==> src/hdl/bcd_pkg.sv <==
// Package with constants and carrier types for the branch and condition decoder.
package bcd_pkg;
   localparam int unsigned BCD_COND_MSB = 31;
   localparam int unsigned BCD_COND_LSB = 28;
   localparam logic [3:0] BCD_COND_EQ = 4'h0;
   localparam logic [3:0] BCD_COND_NE = 4'h1;
   localparam logic [3:0] BCD_COND_CS = 4'h2;
   localparam logic [3:0] BCD_COND_CC = 4'h3;
   localparam logic [3:0] BCD_COND_MI = 4'h4;
   localparam logic [3:0] BCD_COND_PL = 4'h5;
   localparam logic [3:0] BCD_COND_VS = 4'h6;
   localparam logic [3:0] BCD_COND_VC = 4'h7;
   localparam logic [3:0] BCD_COND_HI = 4'h8;
   localparam logic [3:0] BCD_COND_LS = 4'h9;
   localparam logic [3:0] BCD_COND_GE = 4'ha;
   localparam logic [3:0] BCD_COND_LT = 4'hb;
   localparam logic [3:0] BCD_COND_GT = 4'hc;
   localparam logic [3:0] BCD_COND_LE = 4'hd;
   localparam logic [3:0] BCD_COND_ALWAYS = 4'he;
   localparam logic [3:0] BCD_COND_RESERVED = 4'hf;
   // Exchange encoding: bits 27:4 fixed, register index in 3:0.
   localparam logic [23:0] BCD_BX_PATTERN = 24'h12fff1;
   // Plain and linking branch: bits 27:25 = 101, bit 24 = link.
   localparam logic [2:0] BCD_BR_PATTERN = 3'h5;
   localparam int unsigned BCD_LINK_BIT = 24;
   localparam logic [31:0] BCD_PC_AHEAD = 32'h0000_0008;
   localparam logic [31:0] BCD_WORD = 32'h0000_0004;
   localparam logic [3:0] BCD_PC_INDEX = 4'hf;
   // Two sequential plus one non-sequential cycle.
   localparam logic [1:0] BCD_BRANCH_CYCLES = 2'h3;
   localparam logic [31:0] BCD_RESET_PC = 32'h0000_0000;

   typedef struct packed {
      logic n;
      logic z;
      logic c;
      logic v;
   } bcd_flags_t;

   typedef enum logic [1:0] {
      BCD_IDLE,
      BCD_BUSY
   } bcd_state_t;

   typedef struct packed {
      bcd_state_t state;
      logic [1:0] cycle;
      logic [31:0] pc;
      logic compact;
      logic redirect;
      logic flush;
      logic link_we;
      logic [31:0] link_data;
      logic executed;
   } bcd_regs_t;
endpackage

==> src/hdl/bcd_cond_eval.sv <==
// Condition field evaluator against the status flags.
`timescale 1ns/1ps
`default_nettype none
module bcd_cond_eval
   import bcd_pkg::*;
(
   input wire logic [3:0] cond_i,
   input wire bcd_flags_t flags_i,
   output logic pass_o
);
   always_comb
   begin
      pass_o = 1'b0;
      case (cond_i)
         BCD_COND_EQ: pass_o = flags_i.z;
         BCD_COND_NE: pass_o = ~flags_i.z;
         BCD_COND_CS: pass_o = flags_i.c;
         BCD_COND_CC: pass_o = ~flags_i.c;
         BCD_COND_MI: pass_o = flags_i.n;
         BCD_COND_PL: pass_o = ~flags_i.n;
         BCD_COND_VS: pass_o = flags_i.v;
         BCD_COND_VC: pass_o = ~flags_i.v;
         BCD_COND_HI: pass_o = flags_i.c & ~flags_i.z;
         BCD_COND_LS: pass_o = ~flags_i.c | flags_i.z;
         BCD_COND_GE: pass_o = flags_i.n == flags_i.v;
         BCD_COND_LT: pass_o = flags_i.n != flags_i.v;
         BCD_COND_GT: pass_o = ~flags_i.z & (flags_i.n == flags_i.v);
         BCD_COND_LE: pass_o = flags_i.z | (flags_i.n != flags_i.v);
         BCD_COND_ALWAYS: pass_o = 1'b1;
         // The reserved code never executes, so a stray one is harmless.
         default: pass_o = 1'b0;
      endcase
   end
endmodule
`default_nettype wire

==> src/hdl/bcd_branch_decoder.sv <==
// Decode-stage condition check and branch execution unit.
// Summary of operation
// - Condition comes from bits 31:28; failing instructions act as no-operations.
// - Codes 0000 to 0111 test Z, C, N, V set then clear.
// - Code 1000 needs C set, Z clear; 1001 needs C clear or Z set.
// - 1010 needs N equal V, 1011 N differ V, 1100 Z clear and N equal V.
// - Code 1101 passes when Z set or N differs from V.
// - Code 1110 always executes regardless of flags.
// - Exchange branch loads PC from source register; bit 0 selects compact state.
// - A taken exchange branch flushes the pipeline and refetches from target.
// - An exchange branch completes in two sequential plus one non-sequential cycle.
// - Branch offset is 24 bits, shifted by two, sign-extended, added to PC.
// - Branch base is instruction address plus eight bytes.
// - Linking branch writes next instruction address, low bits clear, to link register.
// - Plain and linking branches take two sequential plus one extra cycle.
`timescale 1ns/1ps
`default_nettype none
module bcd_branch_decoder
   import bcd_pkg::*;
(
   input wire logic CLK_I,
   input wire logic RESET_I,
   input wire logic INSTR_VALID_I,
   input wire logic [31:0] INSTR_I,
   input wire logic [31:0] INSTR_ADDR_I,
   input wire bcd_flags_t FLAGS_I,
   input wire logic [31:0] SOURCE_REGISTER_I,
   output logic [3:0] SOURCE_INDEX_O,
   output logic INSTR_READY_O,
   output logic EXECUTE_O,
   output logic REDIRECT_O,
   output logic [31:0] TARGET_O,
   output logic FLUSH_O,
   output logic COMPACT_O,
   output logic LINK_WE_O,
   output logic [31:0] LINK_DATA_O
);
   bcd_regs_t r;
   bcd_regs_t next_r;
   logic cond_pass;
   logic is_bx;
   logic is_br;
   logic take;
   logic [31:0] pc_base;
   logic [31:0] offset;

   bcd_cond_eval u_cond (
      .cond_i(INSTR_I[BCD_COND_MSB:BCD_COND_LSB]),
      .flags_i(FLAGS_I),
      .pass_o(cond_pass)
   );

   assign SOURCE_INDEX_O = INSTR_I[3:0];
   assign is_bx = INSTR_I[27:4] == BCD_BX_PATTERN;
   assign is_br = INSTR_I[27:25] == BCD_BR_PATTERN;
   assign pc_base = INSTR_ADDR_I + BCD_PC_AHEAD;
   assign offset = {{6{INSTR_I[23]}}, INSTR_I[23:0], 2'b00};
   // Only the idle state accepts; later instructions wait while a branch drains.
   assign INSTR_READY_O = r.state == BCD_IDLE;
   assign take = INSTR_VALID_I & INSTR_READY_O & cond_pass & (is_bx | is_br);

   always_comb
   begin
      next_r = r;
      next_r.redirect = 1'b0;
      next_r.flush = 1'b0;
      next_r.link_we = 1'b0;
      next_r.executed = INSTR_VALID_I & INSTR_READY_O & cond_pass;
      case (r.state)
         BCD_IDLE:
         begin
            // A failing branch changes nothing and does not flush.
            if (take)
            begin
               next_r.state = BCD_BUSY;
               next_r.cycle = BCD_BRANCH_CYCLES - 2'h1;
               next_r.redirect = 1'b1;
               next_r.flush = 1'b1;
               if (is_bx)
               begin
                  next_r.pc = SOURCE_REGISTER_I;
                  next_r.compact = SOURCE_REGISTER_I[0];
               end
               else
               begin
                  next_r.pc = pc_base + offset;
                  if (INSTR_I[BCD_LINK_BIT])
                  begin
                     next_r.link_we = 1'b1;
                     next_r.link_data = (INSTR_ADDR_I + BCD_WORD) & ~32'h0000_0003;
                  end
               end
            end
         end
         // The fetch unit refills during these cycles, so later instructions are held off.
         BCD_BUSY:
         begin
            next_r.cycle = r.cycle - 2'h1;
            if (r.cycle == 2'h1)
            begin
               next_r.state = BCD_IDLE;
            end
         end
         default: next_r.state = BCD_IDLE;
      endcase
   end

   // One register update per clock keeps every pulse output clean for the fetch unit.
   always_ff @(posedge CLK_I)
   begin
      if (RESET_I)
      begin
         r <= '{state: BCD_IDLE, cycle: 2'h0, pc: BCD_RESET_PC, compact: 1'b0, redirect: 1'b0,
                flush: 1'b0, link_we: 1'b0, link_data: 32'h0000_0000, executed: 1'b0};
      end
      else
      begin
         r <= next_r;
      end
   end

   assign EXECUTE_O = r.executed;
   assign REDIRECT_O = r.redirect;
   assign TARGET_O = r.pc;
   assign FLUSH_O = r.flush;
   assign COMPACT_O = r.compact;
   assign LINK_WE_O = r.link_we;
   assign LINK_DATA_O = r.link_data;

   property p_cond_gate;
      @(posedge CLK_I) disable iff (RESET_I)
      (INSTR_VALID_I && INSTR_READY_O && !cond_pass) |=> !REDIRECT_O && !LINK_WE_O && !EXECUTE_O;
   endproperty
   a_cond_gate: assert property (p_cond_gate) else $error("Failed condition still acted.");

   property p_always;
      @(posedge CLK_I) disable iff (RESET_I)
      (INSTR_I[31:28] == BCD_COND_ALWAYS) |-> cond_pass;
   endproperty
   a_always: assert property (p_always) else $error("Always condition did not pass.");

   property p_ge_lt;
      @(posedge CLK_I) disable iff (RESET_I)
      (INSTR_I[31:29] == 3'h5) |-> cond_pass == ((FLAGS_I.n == FLAGS_I.v) ^ INSTR_I[28]);
   endproperty
   a_ge_lt: assert property (p_ge_lt) else $error("Signed compare condition wrong.");

   property p_bx_target;
      @(posedge CLK_I) disable iff (RESET_I)
      (take && is_bx) |=> REDIRECT_O && FLUSH_O && TARGET_O == $past(SOURCE_REGISTER_I)
         && COMPACT_O == $past(SOURCE_REGISTER_I[0]);
   endproperty
   a_bx_target: assert property (p_bx_target) else $error("Exchange target or state wrong.");

   property p_br_target;
      @(posedge CLK_I) disable iff (RESET_I)
      (take && is_br) |=> TARGET_O == $past(INSTR_ADDR_I) + 32'h8
         + {{6{$past(INSTR_I[23])}}, $past(INSTR_I[23:0]), 2'b00};
   endproperty
   a_br_target: assert property (p_br_target) else $error("Branch target wrong.");

   property p_link;
      @(posedge CLK_I) disable iff (RESET_I)
      (take && is_br && INSTR_I[24]) |=> LINK_WE_O && LINK_DATA_O[1:0] == 2'b00
         && LINK_DATA_O[31:2] == $past(INSTR_ADDR_I[31:2]) + 30'h1;
   endproperty
   a_link: assert property (p_link) else $error("Link value wrong.");

   property p_cycles;
      @(posedge CLK_I) disable iff (RESET_I)
      take |=> !INSTR_READY_O [*2] ##1 INSTR_READY_O;
   endproperty
   a_cycles: assert property (p_cycles) else $error("Branch did not take three cycles.");

   property p_no_flush;
      @(posedge CLK_I) disable iff (RESET_I)
      (INSTR_VALID_I && INSTR_READY_O && !take) |=> !FLUSH_O && $stable(TARGET_O) && $stable(COMPACT_O);
   endproperty
   a_no_flush: assert property (p_no_flush) else $error("Untaken instruction changed state.");

   property p_single_flag;
      @(posedge CLK_I) disable iff (RESET_I)
      (INSTR_I[31] == 1'b0) |-> cond_pass == (INSTR_I[28] ^ ((INSTR_I[30:29] == 2'h0) ? FLAGS_I.z
         : (INSTR_I[30:29] == 2'h1) ? FLAGS_I.c : (INSTR_I[30:29] == 2'h2) ? FLAGS_I.n : FLAGS_I.v));
   endproperty
   a_single_flag: assert property (p_single_flag) else $error("Single flag condition wrong.");

   property p_hi_ls;
      @(posedge CLK_I) disable iff (RESET_I)
      (INSTR_I[31:29] == 3'h4) |-> cond_pass == ((FLAGS_I.c & ~FLAGS_I.z) ^ INSTR_I[28]);
   endproperty
   a_hi_ls: assert property (p_hi_ls) else $error("Unsigned compare condition wrong.");

   property p_gt_le;
      @(posedge CLK_I) disable iff (RESET_I)
      (INSTR_I[31:29] == 3'h6) |-> cond_pass == ((~FLAGS_I.z & (FLAGS_I.n == FLAGS_I.v)) ^ INSTR_I[28]);
   endproperty
   a_gt_le: assert property (p_gt_le) else $error("Greater or less-equal condition wrong.");

   property p_flush_pulse;
      @(posedge CLK_I) disable iff (RESET_I)
      FLUSH_O |-> REDIRECT_O ##1 (!FLUSH_O && !REDIRECT_O);
   endproperty
   a_flush_pulse: assert property (p_flush_pulse) else $error("Flush was not a single pulse with redirect.");

   property p_busy_quiet;
      @(posedge CLK_I) disable iff (RESET_I)
      (INSTR_VALID_I && !INSTR_READY_O) |=> !EXECUTE_O && !REDIRECT_O && !LINK_WE_O;
   endproperty
   a_busy_quiet: assert property (p_busy_quiet) else $error("Instruction behind a taken branch acted.");

   c_bx: cover property (@(posedge CLK_I) take && is_bx && SOURCE_REGISTER_I[0]);
   c_stall: cover property (@(posedge CLK_I) INSTR_VALID_I && !INSTR_READY_O);
   c_bl: cover property (@(posedge CLK_I) take && is_br && INSTR_I[24]);
   c_fail: cover property (@(posedge CLK_I) INSTR_VALID_I && is_br && !cond_pass);
endmodule
`default_nettype wire

==> config.mk <==
export PLATFORM = sky130hd
export DESIGN_NAME = bcd_branch_decoder
export DESIGN_NICKNAME = d
export VERILOG_FILES = /design/src/hdl/bcd_pkg.sv /design/src/hdl/bcd_cond_eval.sv /design/src/hdl/bcd_branch_decoder.sv
export SDC_FILE = /design/constraint.sdc
export NUM_CORES = 1
export LEC_CHECK = 0
export ABC_AREA = 1
export BUFFER_PORTS_ARGS = -buffer_cell sky130_fd_sc_hd__clkbuf_2
export CORE_ASPECT_RATIO = 1.2
export CORE_MARGIN = 1
export CORE_UTILIZATION = 59
export DETAILED_ROUTE_END_ITERATION = 7
export PLACE_DENSITY = 0.84
export SLEW_MARGIN = 30
export SYNTH_ARGS = -nofsm -noshare
export SYNTH_HDL_FRONTEND = slang
export SYNTH_SLANG_ARGS = --single-unit
==> constraint.sdc <==
create_clock -name CLK_I -period 3.8 [get_ports CLK_I]
set_input_delay 0.38 -clock CLK_I [delete_from_list [all_inputs] [get_ports CLK_I]]
set_output_delay 0.38 -clock CLK_I [all_outputs]
set_load 0.05 [all_outputs]
[Word level (Yosys, flattened, before mapping)]
Cells that the tools add are included.
Word-level totals
  input port bits: 103
  register bits after elaboration: 71
Operators by class
  $add $sub $neg: 4
  mux-type cells: 9
  bitwise gates (word level): 15
  eq/ne operators: 22
  reduce and logical (&&, ||, !) cells: 10
Operators by type and width (count)
  2-to-1 mux 72 bit: 1
  2-to-1 mux 33 bit: 2
  adder 32 x 3 -> 32 bit (second input constant): 1
  adder 32 bit: 1
  adder 32 x 4 -> 32 bit (second input constant): 1
  2-to-1 mux 32 bit: 1
  == test 4 bit (second input constant): 7
  == test 24 x 21 -> 1 bit (second input constant): 1
  == test 4 x 3 -> 1 bit (second input constant): 4
  one-hot mux 1 bit (15 select lines): 1
  == test 4 x 2 -> 1 bit (second input constant): 2
  one-hot mux 2 bit (2 select lines): 2
  NOT 1 bit: 7
  AND reduction 2 bit: 3
  bitwise AND 1 bit: 5
  == test 2 x 1 -> 1 bit (second input constant): 2
  == test 4 x 1 -> 1 bit (second input constant): 1
  logical NOT 4 bit: 1
  AND reduction 4 bit: 1
  OR reduction 4 bit: 1
  == test 3 bit (second input constant): 1
  OR 1 bit: 3
  AND reduction 3 bit: 1
  logical NOT 2 bit: 1
  9 further kinds: 9

[Longest topological paths before layout]
Gate-level depths: netlist of run 1.
  word-level depth: 7
  depth in mapped cells: 16

[Hierarchy]
From an unflattened synthesis of run 1, not the netlist that was laid out.
Unflattened totals
  cells, all modules: 1175
  area, all modules: 6954.2 µm²
Modules (own cells, without submodules)
  bcd_branch_decoder: sequential area each 1381.3 µm², cells each 1120, instances 1, area each 6725.2 µm²
  bcd_cond_eval: sequential area each 0.0 µm², cells each 55, instances 1, area each 229.0 µm²

[Least setup slack after synthesis of run 1]
Ideal clock, no wire load.
  path kind: input port to flip-flop
  start point: input INSTR_I[1]
  end point: register r, in the netlist TARGET_O[15]
  slack: 1.383 ns
  arrival: 2.301 ns
  data required time: 3.684 ns
  stages: 14
  buffers on the path: 0
  library setup time: 0.116 ns
  path through: inv_1 > ha_1 > inv_1 > ha_1 > fa_1 > nand3_1 > nand3_1 > nand3_1 > nand3b_1 > or2_2 > nand3_1 > nand2_1 > nor2_1 > nor2_1
Between the ends
  longest elaborated chain between the ends: 2
RTL lines
  start: declaration: RTL line bcd_branch_decoder.sv:24  | input wire logic [31:0] INSTR_I,
  adder 32 bit: RTL line bcd_branch_decoder.sv:86  | next_r.pc = pc_base + offset;
  2-to-1 mux 32 bit: RTL line bcd_branch_decoder.sv:79  | if (is_bx)
  end signal: assignment: RTL line bcd_branch_decoder.sv:113  | r <= '{state: BCD_IDLE, cycle: 2'h0, pc: BCD_RESET_PC, compact: 1'b0, redirect: 1'b0,
  end signal: assignment: RTL line bcd_branch_decoder.sv:118  | r <= next_r;
  end: declaration: RTL line bcd_branch_decoder.sv:38  | bcd_regs_t r;
Every way passes these cells.
A chain may end at the register's enable or synchronous reset.

[Worst setup path after layout of run 1]
  start point: input INSTR_ADDR_I[3]
  end point: register r, in the netlist TARGET_O[15]
Between the ends
  longest elaborated chain between the ends: 3
RTL lines
  start: declaration: RTL line bcd_branch_decoder.sv:25  | input wire logic [31:0] INSTR_ADDR_I,
  adder 32 x 4 -> 32 bit: RTL line bcd_branch_decoder.sv:56  | assign pc_base = INSTR_ADDR_I + BCD_PC_AHEAD;
  adder 32 bit: RTL line bcd_branch_decoder.sv:86
  2-to-1 mux 32 bit: RTL line bcd_branch_decoder.sv:79
Every way passes these cells.

==> metrics.yaml, run 1 <==
floorplan:
  start_util: 0.611
  ioPinCount: 177
  fp-row-count: 42
  dieArea_um2: 12000
  die_h_um: 120
  core_um2: 11100
  die_w_um: 100
worst_setup_path:
  worstSetupEndpointType: "flip-flop"
  crit_path_frequent_cell: "nand3_1"
  worstPathMaxFanout: 5
  slowest_stage: "fa_1"
  path_class: "primary input to flip-flop"
  path_buf_inv: 3
  cpPeakStageDelay_ns: 0.46
  crit_family: "simple AND/OR/NAND/NOR gates"
  crit_arrival_ns: 2.89
  crit_required_ns: 4.03
  critPathLaunchType: "primary input"
  worstPathCellList: "clkbuf_2 > inv_1 > ha_1 > inv_1 > ha_1 > fa_1 > nand3_1 > nand3_1 > nand3_1 > nand3b_1 > or2_2 > nand3_1 > nand2_1 > nor2_1 > nor2_1"
sta:
  rsz0062_at_grt: "no"
  fmax_ghz: 0.377
  tightest_slew_ns: 0.731
  clock_skew_ns: 0.00965
  hold_ws_ns: 0.321
  setup_tns_ns: 0
  setup_viol: 0
  finalCriticalPeriod_ns: 2.65
  slew_viol_final: 0
  finalCritPeriodShare: 0.699
  slew_headroom: 0.508
  hold_viol_final: 0
cts:
  cts_hold_buf: 0
  tritoncts: "done"
  cts_setup_buffers: 0
  cts.repair.resized: 0
  clk_pin_slew_ns: 0.06
  h-tree-depth: 3
  clock_path_buffers: 2
  cts_root_buffer: "clkbuf_16"
  cts_sinks: 69
  clkLatencyLatePin_ns: 0.35
  numCtsBuffers: 9
global_routing:
  grt_pass1_vias: 6645
  grt_pass1_wl_um: 30400
  gr-total-overflow: 0
  top_usage_layer: "met2"
  grt.total_usage: 0.320
  met1_usage: 0.389
  grt_max_degree: 57
  grt_antenna_before_repair: 0
  grt_use_met2: 0.541
  grtUsageMet3: 0.0437
power_and_ir_drop:
  p_int_w: 0.00152
  power.total_w: 0.00236
  powerDensity_nw_per_um2: 312
  pwr-share-clk: 0.368
  peakVddDrop_uv: 180
  seqPwrFrac: 0.314
  switchingPower_w: 0.000840
  power_leakage_nw: 4.16
  p_sw_frac: 0.357
  pwr-share-comb: 0.318
placed_design:
  dpl.hpwl_um: 15400
  gp_congestion: 1.01
  port_buffers: 174
  dp_cells: 1392
cells_and_area:
  nNetsFinal: 1412
  area_delta_synth_final_pct: 11.1
  final_cell_mix: "nand2_1, clkbuf_2, inv_1"
  final_common_cell: "nand2_1"
  antennaDiodeCount: 0
  final_cells: 1408
  layout-drive-gt1-share: 0.161
  n_fill_cell: 1117
hold_path:
  hold_class: "primary input to flip-flop"
yosys:
  postSynthAreaPerCell_um2: 5.91
  yosys.area.top_type_share: 0.231
  synth_area_um2: 6800
  synth-edff-count: 0
  async_flop_share: 0
  synth_area_leader_cell: "nand2_1"
  yosysWarnings: 0
  synth_area_leaders: "nand2_1, dfxtp_1, ha_1"
  synth_cells: 1150
  yosysUniqueCellTypes: 33
  ys.flop_type: "dfxtp_1"
  synth_seq_cells: 69
  ys_seq_area_frac: 0.203
outcome:
  status: "complete, no violations"
detailed_routing:
  drtPass1Iterations: 5
  drt_iter0_markers: 434
  drc: 0
  drt-vias-per-instance: 5.21
  ant_nets: 0
  vias: 7329
  wl_per_cell_um: 13.6
  wirelength_um: 19100
flow_run:
  drv_cap: 0
[tightest hold or removal path, cell delays in order]
cell and delay (ns):
clkbuf_2 0.11, nor3_1 0.06, nor2_1 0.08
[registers in the layout, summed over array words and instances, names as in the netlist]
name / flops
REDIRECT_O: 1
LINK_WE_O: 1
TARGET_O: 32
r: 3
COMPACT_O: 1
LINK_DATA_O: 30
EXECUTE_O: 1
[cell families (layout without fill, tap and decap cells)]
| logic type | after synthesis | in the layout | share of synthesized area |
|---|---|---|---|
| flip-flops | 69 | 69 | 0.203 |
| AND/OR/NAND/NOR | 653 | 653 | 0.392 |
| adder cells (fa/ha/maj) | 60 | 60 | 0.111 |
| other | 1 | 2 | 0.000551 |
| buffers and inverters | 235 | 338 | 0.174 |
| AO/OA/AOI/OAI | 95 | 95 | 0.0712 |
| XOR/XNOR | 37 | 37 | 0.0476 |
[cell usage after synthesis (16+ instances only)]
master,count
dfxtp_1,69
a21oi_1,73
nand2_1,419
nor2_1,120
nor3_1,16
o21ai_0,18
ha_1,59
xnor2_1,22
inv_1,142
nand3_1,61
buf_4,69
nand4_1,19
[final cells by class]
class	instances	area (um2)	share of cell area
well taps	154	193	0.0255
flip-flops and latches	69	1380	0.183
inverters	143	537	0.0711
clock buffers	12	246	0.0326
repair buffers	179	908	0.120
multi-input cells	847	4240	0.561
clock inverters	4	47.5	0.00629
[per-stage QoR]
step,setup slack [ns],area [um2],utilization
final,1.15,7550,0.678
after global routing,1.03,7550,0.678
after CTS,1.21,7550,0.678
after detailed placement,0.852,7260,0.652
after global placement,0.888,7260,0.652
after floorplan,1.38,6810,-
[routing by layer]
layer | vias up | routed length (um)
li1 | 3722 | -
met1 | 3259 | 8030
met2 | 290 | 9000
met3 | 58 | 1240
met4 | 0 | 851
met5 | - | 0
[power by group through the flow]
stage | sequential, W | clock, W | combinational [W]
5_1_grt | 0.000741 | 0.000905 | 0.000839
4_1_cts | 0.000741 | 0.000872 | 0.000739
3_3_place_gp | 0.000756 | 0 | 0.000726
3_5_place_dp | 0.000757 | 0 | 0.000733
6_report | 0.000741 | 0.000867 | 0.000749
2_1_floorplan | 0.000758 | 0 | 0.000526
[path summary, 6_finish.rpt]
check,end,start,slack [ns],cells past startpoint
max,TARGET_O[15]$_SDFFE_PP0P_,INSTR_ADDR_I[3],1.15,15
min,COMPACT_O$_SDFFE_PP0P_,SOURCE_REGISTER_I[0],0.32,3
max reg2reg,TARGET_O[19]$_SDFFE_PP0P_,r[71]$_SDFFE_PP0P_,2.05,6
min reg2reg,LINK_DATA_O[16]$_SDFFE_PP0P_,LINK_DATA_O[16]$_SDFFE_PP0P_,0.46,2
No activity file was read; power rests on OpenSTA's default activity.
==> run 2, diff against run 1 <==
--- a/config.mk
+++ b/config.mk
@@ -9,9 +9,9 @@
 export BUFFER_PORTS_ARGS = -buffer_cell sky130_fd_sc_hd__clkbuf_2
 export CORE_ASPECT_RATIO = 1.2
 export CORE_MARGIN = 1
-export CORE_UTILIZATION = 59
+export CORE_UTILIZATION = 55
 export DETAILED_ROUTE_END_ITERATION = 7
-export PLACE_DENSITY = 0.84
+export PLACE_DENSITY = 0.79
 export SLEW_MARGIN = 30
 export SYNTH_ARGS = -nofsm -noshare
 export SYNTH_HDL_FRONTEND = slang
==> constraint.sdc (replaced) <==
create_clock -name CLK_I -period 2.68 [get_ports CLK_I]
set_input_delay 0.268 -clock CLK_I [delete_from_list [all_inputs] [get_ports CLK_I]]
set_output_delay 0.268 -clock CLK_I [all_outputs]
set_load 0.05 [all_outputs]
==> metrics.yaml, run 2 (synthesis results as in run 1) <==
detailed_routing:
  drt-vias-per-instance: 5.09  # -2.3%
  wirelength_um: 19000  # -0.85%
  wl_per_cell_um: 13.3  # -1.9%
  ant_nets: 0  # unchanged
  drt_iter0_markers: 458  # +5.5%
  drc: 1  # +1
  vias: 7236  # -1.3%
  drtPass1Iterations: 7  # +2
floorplan:
  fp-row-count: 44  # +4.8%
  die_w_um: 104  # +3.5%
  ioPinCount: 177  # unchanged
  start_util: 0.564  # -0.0464
  die_h_um: 124  # +3.5%
  core_um2: 12100  # +8.2%
  dieArea_um2: 12800  # +7.1%
sta:
  setup_tns_ns: 0  # unchanged
  finalCritPeriodShare: 0.826
  hold_viol_final: 0  # unchanged
  rsz0062_at_grt: "no"
  tightest_slew_ns: 0.620  # -0.111 ns
  slew_viol_final: 0  # unchanged
  fmax_ghz: 0.452
  finalCriticalPeriod_ns: 2.21
  clock_skew_ns: 0.0122  # +0.00260 ns
  slew_headroom: 0.587  # +0.0786
  worst_slack_ns: 0.465  # -0.680 ns
  setup_viol: 0  # unchanged
worst_setup_path:
  r2r-start: "r[71]$_SDFFE_PP0P_"
  crit_family: "simple AND/OR/NAND/NOR gates"
  slowest_stage: "fa_1"
  cpPeakStageDelay_ns: 0.40  # -0.06 ns
  worstPathMaxFanout: 5  # unchanged
  path_buf_inv: 3  # unchanged
  crit_required_ns: 2.91  # -1.12 ns
  crit_path_frequent_cell: "nand3_1"
  worstPathCellList: "clkbuf_2 > inv_1 > ha_1 > inv_1 > ha_1 > fa_1 > nand3_1 > nand3_1 > nand3_1 > nand3b_1 > or2_2 > nand3_1 > nand2_1 > nor2_1 > nor2_1"
  crit_arrival_ns: 2.45  # -0.44 ns
  critPathLaunchType: "primary input"
  path_class: "primary input to flip-flop"
  crit_path_start: "INSTR_ADDR_I[3]"
  worstSetupEndpointType: "flip-flop"
cells_and_area:
  n_fill_cell: 1244  # +11%
  multi_input_area_um2: 4240  # unchanged
  post-route-util: 0.629  # -0.0486
  seq_area_um2: 1380  # unchanged
  area_delta_synth_final_pct: 11.6
  nNetsFinal: 1420  # +0.57%
  antennaDiodeCount: 0  # unchanged
  layout-drive-gt1-share: 0.166  # +0.00532
  design_area_um2: 7590  # +0.46%
  largest_register_ffs: 32  # unchanged
  final_common_cell: "nand2_1"
  final_cell_mix: "nand2_1, clkbuf_2, inv_1"
flow_run:
  drv_cap: 0  # unchanged
power_and_ir_drop:
  p_sw_frac: 0.367  # +0.0107
  powerDensity_nw_per_um2: 423  # +36%
  pwr-share-clk: 0.343  # -0.025
  seqPwrFrac: 0.327  # +0.013
  switchingPower_w: 0.00118  # +40%
  pwr-share-comb: 0.330  # +0.012
  power_leakage_nw: 4.19  # +0.67%
  peakVddDrop_uv: 267  # +49%
  p_int_w: 0.00203  # +34%
placed_design:
  gp_congestion: 0.982  # -2.7%
  placed_area_um2: 7330  # +0.95%
  dpl.hpwl_um: 15600  # +1.1%
  dp_slack_ns: 0.133  # -0.720 ns
  port_buffers: 174  # unchanged
global_routing:
  grt_pass1_vias: 6537  # -1.6%
  grt_max_degree: 56  # -1.8%
  grt_pass1_wl_um: 30600  # +0.73%
  grt.total_usage: 0.301  # -0.0194
  grt_antenna_before_repair: 0  # unchanged
  gr-total-overflow: 0  # unchanged
outcome:
  status: "finished with violations"
  violations: "DRC"
cts:
  cts_root_buffer: "clkbuf_16"
  cts_hold_buf: 0  # unchanged
  tritoncts: "done"
  clk_pin_slew_ns: 0.06  # about the same
  cts_sinks: 69  # unchanged
  numCtsBuffers: 9  # unchanged
  h-tree-depth: 3  # unchanged
  clock_path_buffers: 2  # unchanged
  cts_setup_buffers: 0  # unchanged
  clkLatencyLatePin_ns: 0.35  # about the same
  cts.repair.resized: 0  # unchanged
hold_path:
  min_from: "SOURCE_REGISTER_I[0]"
  hold_class: "primary input to flip-flop"
==> run 2: worst register-to-register path, delay by kind of cell, from the launching register on <==
kind                   cells  cell delay (ns)
AOI/OAI and AO/OA          1             0.12
buffers and inverters      2             0.64
DFF                        1             0.33
and+or+nand+nor            3             0.44
==> run 2: metrics by stage <==
step,power (W),std cells,hold WS (ns)
6_report,0.00321,1423,0.223
5_1_grt,0.00340,1423,0.223
4_1_cts,0.00321,1423,0.222
3_5_place_dp,0.00212,1407,0.455
3_3_place_gp,0.00211,1407,0.451
2_1_floorplan,0.00182,1151,0.410
==> run 2: layout make-up <==
type / instances / share of cell area
Timing Repair Buffer: 187 / 0.128
Tap cell: 161 / 0.0265
Clock buffer: 11 / 0.0307
Sequential cell: 69 / 0.182
Multi-Input combinational cell: 847 / 0.559
Inverter: 143 / 0.0707
Clock inverter: 5 / 0.00363
==> run 2: final timing paths <==
path	end	slack, ns	cells past startpoint
worst min-delay path	COMPACT_O$_SDFFE_PP0P_	0.22	3
worst max-delay path	TARGET_O[15]$_SDFFE_PP0P_	0.47	15
worst max register to register	TARGET_O[9]$_SDFFE_PP0P_	1.07	6
worst min register to register	LINK_DATA_O[3]$_SDFFE_PP0P_	0.46	2
==> run 2: layer usage <==
layer  track usage  wire, um
met4         0.159       823
met2         0.525      8950
met3        0.0529      1070
met5             0         0
met1         0.357      8110
==> run 2: power by group through the flow <==
stage | clock [W] | sequential, W | combinational, W
2_1_floorplan | 0 | 0.00108 | 0.000746
3_3_place_gp | 0 | 0.00107 | 0.00104
3_5_place_dp | 0 | 0.00107 | 0.00104
4_1_cts | 0.00111 | 0.00105 | 0.00105
5_1_grt | 0.00116 | 0.00105 | 0.00120
6_report | 0.00110 | 0.00105 | 0.00106
